$ cat src/logic/tws_counter.sv
// Purpose: Constants for the timer set and one programmable down counter
// Assumes: One processor clock; slower rates arrive as one-cycle enables
// Notes: The counter is instantiated twice per dual-timer unit

// ==============================
// Shared constants
package tws_pkg;
   localparam int unsigned TWS_UNITS = 8;
   localparam int unsigned TWS_CNTS = 2 * TWS_UNITS;
   localparam int unsigned TWS_SLOW_UNITS = 4;
   localparam int unsigned TWS_CW = 32;
   localparam int unsigned TWS_NW = 16;
   localparam int unsigned TWS_TW = 24;
   localparam logic [1:0] TWS_MODE_FREE = 2'h0;
   localparam logic [1:0] TWS_MODE_PERIODIC = 2'h1;
   localparam logic [1:0] TWS_MODE_ONESHOT = 2'h2;
   localparam logic [1:0] TWS_DIV_1 = 2'h0;
   localparam logic [1:0] TWS_DIV_16 = 2'h1;
   localparam logic [1:0] TWS_DIV_256 = 2'h2;
   localparam logic [7:0] TWS_PRE_LAST_16 = 8'h0F;
   localparam logic [7:0] TWS_PRE_LAST_256 = 8'hFF;
   localparam logic [31:0] TWS_MAX_32 = 32'hFFFFFFFF;
   localparam logic [31:0] TWS_MAX_16 = 32'h0000FFFF;
   localparam logic [31:0] TWS_ONE = 32'h00000001;
   localparam logic [23:0] TWS_TICK_CLEAR = 24'h000000;
endpackage

`timescale 1ns/100ps

// ==============================
// One prescaled down counter
module tws_counter (
   input wire logic sys_clk_in,
   input wire logic rst_n_in,
   input wire logic tick_in,
   input wire logic enable_in,
   input wire logic wide_in,
   input wire logic [1:0] mode_in,
   input wire logic [1:0] prescale_in,
   input wire logic load_in,
   input wire logic [31:0] load_value_in,
   output logic [31:0] value_out,
   output logic irq_out
);
   import tws_pkg::*;

   logic [7:0] pre_ff;
   logic [31:0] reload_ff;
   logic halted_ff;
   logic ptick;
   logic [31:0] max_val;
   logic [31:0] masked_load;

   // Width masking and prescaled tick
   assign max_val = wide_in ? TWS_MAX_32 : TWS_MAX_16;
   assign masked_load = load_value_in & max_val;
   always_comb begin
      unique case (prescale_in)
         TWS_DIV_16: ptick = tick_in && (pre_ff[3:0] == TWS_PRE_LAST_16[3:0]);
         TWS_DIV_256: ptick = tick_in && (pre_ff == TWS_PRE_LAST_256);
         default: ptick = tick_in;
      endcase
   end

   // Prescaler, restarted by a load
   always_ff @(posedge sys_clk_in or negedge rst_n_in) begin
      if (!rst_n_in) begin
         pre_ff <= 8'h00;
      end else if (load_in || !enable_in) begin
         pre_ff <= 8'h00;
      end else if (tick_in) begin
         pre_ff <= pre_ff + 8'h01;
      end
   end

   // Programmed reload value
   always_ff @(posedge sys_clk_in or negedge rst_n_in) begin
      if (!rst_n_in) begin
         reload_ff <= 32'h00000000;
      end else if (load_in) begin
         reload_ff <= masked_load;
      end
   end

   // Count, wrap, reload and halt
   always_ff @(posedge sys_clk_in or negedge rst_n_in) begin
      if (!rst_n_in) begin
         value_out <= 32'h00000000;
         halted_ff <= 1'b0;
         irq_out <= 1'b0;
      end else begin
         irq_out <= 1'b0;
         if (load_in) begin
            value_out <= masked_load;
            halted_ff <= 1'b0;
         end else if (enable_in && ptick && !halted_ff) begin
            if (value_out == 32'h00000000) begin
               unique case (mode_in)
                  TWS_MODE_PERIODIC: value_out <= reload_ff;
                  TWS_MODE_ONESHOT: halted_ff <= 1'b1;
                  default: value_out <= max_val;
               endcase
            end else begin
               value_out <= (value_out - TWS_ONE) & max_val;
               irq_out <= (value_out == TWS_ONE);
               halted_ff <= (value_out == TWS_ONE) && (mode_in == TWS_MODE_ONESHOT);
            end
         end
      end
   end
endmodule

$ cat src/logic/tws_top.sv
// Purpose: Timer set with dual-timer units, supervision timer, core tick timer
// Assumes: sys_clk_in is the processor clock; slow and external clocks are pins
// Notes: Control and status are plain ports; counter fields are packed per index

`timescale 1ns/100ps

// ==============================
// Top of the timer set
module tws_top (
   input wire logic sys_clk_in,
   input wire logic rst_n_in,
   input wire logic slow_rc_oscillator_in,
   input wire logic external_clock_input_in,
   input wire logic [tws_pkg::TWS_CNTS-1:0] dt_enable_in,
   input wire logic [tws_pkg::TWS_CNTS-1:0] dt_wide_in,
   input wire logic [2*tws_pkg::TWS_CNTS-1:0] dt_mode_in,
   input wire logic [2*tws_pkg::TWS_CNTS-1:0] dt_prescale_in,
   input wire logic [tws_pkg::TWS_CNTS-1:0] dt_load_in,
   input wire logic [32*tws_pkg::TWS_CNTS-1:0] dt_load_value_in,
   output logic [32*tws_pkg::TWS_CNTS-1:0] dt_value_out,
   output logic [tws_pkg::TWS_CNTS-1:0] dt_irq_out,
   input wire logic sv_enable_in,
   input wire logic sv_clk_sel_in,
   input wire logic sv_irq_en_in,
   input wire logic sv_rst_en_in,
   input wire logic sv_load_in,
   input wire logic [31:0] sv_load_value_in,
   output logic [31:0] sv_value_out,
   output logic sv_irq_out,
   output logic sv_reset_out,
   input wire logic ct_write_in,
   output logic [23:0] ct_value_out
);
   import tws_pkg::*;

   logic [2:0] slow_sync_ff;
   logic [2:0] ext_sync_ff;
   logic slow_lvl_ff;
   logic ext_lvl_ff;
   logic slow_tick;
   logic ext_tick;
   logic sv_tick;
   logic [31:0] sv_reload_ff;

   // ==============================
   // Pin synchronisers and edge pulses
   always_ff @(posedge sys_clk_in or negedge rst_n_in) begin
      if (!rst_n_in) begin
         slow_sync_ff <= 3'h0;
         ext_sync_ff <= 3'h0;
      end else begin
         slow_sync_ff <= {slow_sync_ff[1:0], slow_rc_oscillator_in};
         ext_sync_ff <= {ext_sync_ff[1:0], external_clock_input_in};
      end
   end

   // Level accepted once stages two and three agree
   always_ff @(posedge sys_clk_in or negedge rst_n_in) begin
      if (!rst_n_in) begin
         slow_lvl_ff <= 1'b0;
         ext_lvl_ff <= 1'b0;
      end else begin
         if (slow_sync_ff[1] == slow_sync_ff[2]) begin
            slow_lvl_ff <= slow_sync_ff[2];
         end
         if (ext_sync_ff[1] == ext_sync_ff[2]) begin
            ext_lvl_ff <= ext_sync_ff[2];
         end
      end
   end

   assign slow_tick = slow_sync_ff[1] && slow_sync_ff[2] && !slow_lvl_ff;
   assign ext_tick = ext_sync_ff[1] && ext_sync_ff[2] && !ext_lvl_ff;

   // ==============================
   // Dual-timer units, two counters each sharing one tick
   for (genvar u = 0; u < TWS_UNITS; u++) begin : g_unit
      logic unit_tick;
      assign unit_tick = (u < TWS_SLOW_UNITS) ? slow_tick : 1'b1;
      for (genvar c = 0; c < 2; c++) begin : g_cnt
         localparam int unsigned K = 2 * u + c;
         tws_counter u_cnt (
            .sys_clk_in(sys_clk_in),
            .rst_n_in(rst_n_in),
            .tick_in(unit_tick),
            .enable_in(dt_enable_in[K]),
            .wide_in(dt_wide_in[K]),
            .mode_in(dt_mode_in[2*K +: 2]),
            .prescale_in(dt_prescale_in[2*K +: 2]),
            .load_in(dt_load_in[K]),
            .load_value_in(dt_load_value_in[32*K +: 32]),
            .value_out(dt_value_out[32*K +: 32]),
            .irq_out(dt_irq_out[K])
         );
      end
   end

   // ==============================
   // Supervision timer
   assign sv_tick = sv_clk_sel_in ? ext_tick : slow_tick;

   // Reload value kept for restart after expiry
   always_ff @(posedge sys_clk_in or negedge rst_n_in) begin
      if (!rst_n_in) begin
         sv_reload_ff <= 32'h00000000;
      end else if (sv_load_in) begin
         sv_reload_ff <= sv_load_value_in;
      end
   end

   // Count down, fire on the tick at one, restart from reload
   always_ff @(posedge sys_clk_in or negedge rst_n_in) begin
      if (!rst_n_in) begin
         sv_value_out <= 32'h00000000;
         sv_irq_out <= 1'b0;
         sv_reset_out <= 1'b0;
      end else begin
         sv_reset_out <= 1'b0;
         if (sv_load_in) begin
            sv_value_out <= sv_load_value_in;
            sv_irq_out <= 1'b0;
         end else if (sv_enable_in && sv_tick && sv_value_out != 32'h00000000) begin
            if (sv_value_out == TWS_ONE) begin
               sv_value_out <= sv_reload_ff;
               sv_irq_out <= sv_irq_en_in || sv_irq_out;
               sv_reset_out <= sv_rst_en_in;
            end else begin
               sv_value_out <= sv_value_out - TWS_ONE;
            end
         end
      end
   end

   // ==============================
   // Core tick timer, every processor clock
   always_ff @(posedge sys_clk_in or negedge rst_n_in) begin
      if (!rst_n_in) begin
         ct_value_out <= TWS_TICK_CLEAR;
      end else if (ct_write_in) begin
         ct_value_out <= TWS_TICK_CLEAR;
      end else begin
         ct_value_out <= ct_value_out - 24'h000001;
      end
   end
endmodule

$ cat config.mk
export PLATFORM = sky130hd
export DESIGN_NAME = tws_top
export DESIGN_NICKNAME = d
export VERILOG_FILES = /design/src/logic/tws_counter.sv /design/src/logic/tws_top.sv
export SDC_FILE = /design/constraint.sdc
export NUM_CORES = 2
export LEC_CHECK = 0
export ABC_CLOCK_PERIOD_IN_PS = 5500
export BUFFER_PORTS_ARGS = -buffer_cell sky130_fd_sc_hd__buf_2
export CORE_AREA = 2 2 492 494
export CTS_BUF_LIST = sky130_fd_sc_hd__clkbuf_8
export CTS_CLUSTER_DIAMETER = 40
export DETAILED_ROUTE_END_ITERATION = 10
export DIE_AREA = 0 0 494 496
export PLACE_DENSITY_LB_ADDON = 0.15
export SLEW_MARGIN = 20
export SYNTH_ARGS = -nofsm -noshare
export SYNTH_HDL_FRONTEND = slang
export SYNTH_SLANG_ARGS = --single-unit
$ cat constraint.sdc
create_clock -name sys_clk_in -period 5.5 [get_ports sys_clk_in]
set_input_delay 0.275 -clock sys_clk_in [delete_from_list [all_inputs] [get_ports sys_clk_in]]
set_output_delay 0.275 -clock sys_clk_in [all_outputs]
set_load 0.02 [all_outputs]
==> reports/metrics.cfg <==
[run]
cap_violations = 0

[worst_setup_path]
critPathRequiredTime_ps = 6410
r2r_start = g_unit[7].g_cnt[0].u_cnt.value_out[7]
endpoint_kind = flip-flop
r2r_slack_ps = 1290
r2r-end = g_unit[7].g_cnt[0].u_cnt.value_out[1]
worstSetupPathType = reg2reg
cp_max_fo = 14
critPathLaunchType = flip-flop
reg2regPathDepth = 9
cp_data_arrival_time_ps = 5120
cp-endpoint = g_unit[7].g_cnt[0].u_cnt.value_out[1]
crit_path_start = g_unit[7].g_cnt[0].u_cnt.value_out[7]

[sta]
final_max_slew_viol_count = 0
fin_skew_ps = 122
rsz0062_at_grt = no
worst_pin_slew_ps = 1150
setup_viol = 0
slew-limit-headroom = 0.226
hold_viol = 0
fin_crit_sh = 0.765
fin_setup_tns_ps = 0
post-route-min-period_ps = 4210
max_freq_ghz = 0.238

[drt]
drt_iter0_markers = 5536
vias = 74300
drt-wirelength-per-cell_um = 22.3
vias_per_cell = 5.32
postRouteAntennaNets = 0
first_pass_iters = 8
wl_mm = 312
drc_errors = 0

[synth]
syn_inst = 7963
syn_nets = 8706
synth_area_sq_um = 69800
ys_ff_latch = 1282
synth-main-ff-cell = dfrtp_1
yosysWarnings = 0
synth_area_leaders = dfrtp_1, o21ai_0, nand2_1
async_flop_share = 1.00
synth_edf_count = 0
synth_cell_type_count = 98
synth_area_per_cell_sq_um = 8.76
ys_seq_area_frac = 0.460
yosys.area.top_type = dfrtp_1
synth_top_area_frac = 0.460

[placement]
placed_cells = 12000
portBuffers = 1251
place.gp.congestion = 0.921
dp.final_hpwl_mm = 222

[floorplan]
ioPinCount = 1252
die_h_um = 496
initial_core_util = 0.291
die-width_um = 494
fp.dieArea_sq_um = 245000
rows = 180
core_area_sq_um = 240000

[global_routing]
met1_usage = 0.300
grt_start_max_net_pins = 152
grt_pass1_wl_mm = 466
track_usage = 0.244
grt_use_met2 = 0.392
top_usage_layer = met2
grt_remaining_overflow = 0
grt_use_met3 = 0.0584
antenna_found_initial = 101
grt_pass1_vias = 74000

[finish]
drive_above_1_share = 0.196
stdcell_count = 14000
fin_nets = 11200
final_cell_mix = dlygate4sd3_1, dfrtp_1, buf_2, o21ai_0, nand2_1
area_delta_synth_final_pct = 42.6
final_common_cell = dlygate4sd3_1

[clock_tree]
cts.sinks = 1282
clkSlewWorstSetupHoldPaths_ps = 50
clk_latency_ps = 1090
cts-root-buf = clkbuf_8
post_cts_buffers = 0
cts_tree = done
cts_made_buffers = 322
cts.path.max_buffers = 4
htreeDepth = 5

[run_status]
outcome = complete, no violations

[power]
p_per_area_nw_per_um2 = 308
peakVddDrop_uv = 209
p_leak_nw = 43.7

[worst_hold_path]
hp-class = in2async

==> registers in the layout, summed over array words and instances, names as in the netlist, 16 cells and up <==
signal and count:
g_unit.g_cnt.u_cnt.value_out 512, sv_reload_ff 32, g_unit.g_cnt.u_cnt.reload_ff 512, g_unit.g_cnt.u_cnt.irq_out 16, g_unit.g_cnt.u_cnt.pre_ff 128, ct_value_out 24
g_unit.g_cnt.u_cnt.halted_ff 16, sv_value_out 32
==> layout make-up <==
class,instances,area (sq um)
fillers,24200,140000
multi-input cells,5837,34500
flip-flops and latches,1282,32100
diodes,77,193
inverters,373,1400
well taps,3185,3990
repair buffers,2657,20200
clock buffers,387,5330
clock inverters,173,1780
==> cell families after synthesis <==
group	Yosys count	share of synthesized area
AO/OA/AOI/OAI	2602	0.234
XOR/XNOR	213	0.0267
adder cells (fa/ha/maj)	77	0.0138
buffers and inverters	844	0.0475
flip-flops	1282	0.460
multiplexers	152	0.0243
AND/OR/NAND/NOR	2793	0.194
==> metal layers <==
layer	routed length (um)	vias up
li1	-	34200
met5	294	-
met3	22900	785
met1	126000	36300
met4	18400	50
met2	144000	2942
==> through the flow <==
step	cell area, sq um	utilization	hold slack, ps	total power, mW	setup WS, ps
3_3_place_gp	79200	0.331	327	16.6	1540
4_1_cts	99200	0.414	0.865	30.9	1110
6_report	99400	0.415	8.14	30.7	1290
3_5_place_dp	79200	0.331	331	16.7	1450
2_1_floorplan	69800	-	-20.6	14.3	2420
5_1_grt	99400	0.415	6.60	32.1	1040
==> worst min path at each step <==
stage                          start                                      to  slack, ps
2_1_floorplan               rst_n_in                         ct_value_out[0]        -20
5_1_grt                     rst_n_in                         ct_value_out[2]          7
3_5_place_dp                rst_n_in                         ct_value_out[0]        330
6_report                    rst_n_in                         ct_value_out[1]          8
3_3_place_gp                rst_n_in                         ct_value_out[0]        330
4_1_cts        dt_load_value_in[283]  g_unit[4].g_cnt[0].u_cnt.reload_ff[27]        0.9
==> what timing repair did <==
| action | in CTS | in global routing |
|---|---|---|
| hold buffers | 1285 | 0 |
| gates resized for setup | 0 | 0 |
| endpoints found under the hold margin | 1923 | 0 |
==> power by group <==
part,switching [mW],internal [mW]
registers,1.07,10.3
logic,3.65,2.44
clock network,5.13,8.06
total,9.84,20.8
==> worst max-delay path, cell delays in order, from the launching register on <==
cell,delay [ps]
dfrtp_1,440
nor4_1,630
nand3_1,580
or4_1,940
o21ai_1,280
buf_4,230
a211oi_1,70
a211oi_1,260
a21oi_1,70
dlygate4sd3_1,600
==> cells in the mapped netlist, drive strengths merged (108+ instances only) <==
master and count:
or3 108, a31oi 154, a22o 198, a21oi 519, clkbuf 383, nand3 184
nor3 335, nor2 720, nor4 157, dfrtp 1282, o21ai 995, nand2 783
mux2 140, inv 366, xnor2 110
(Power assumes the default switching activity.)
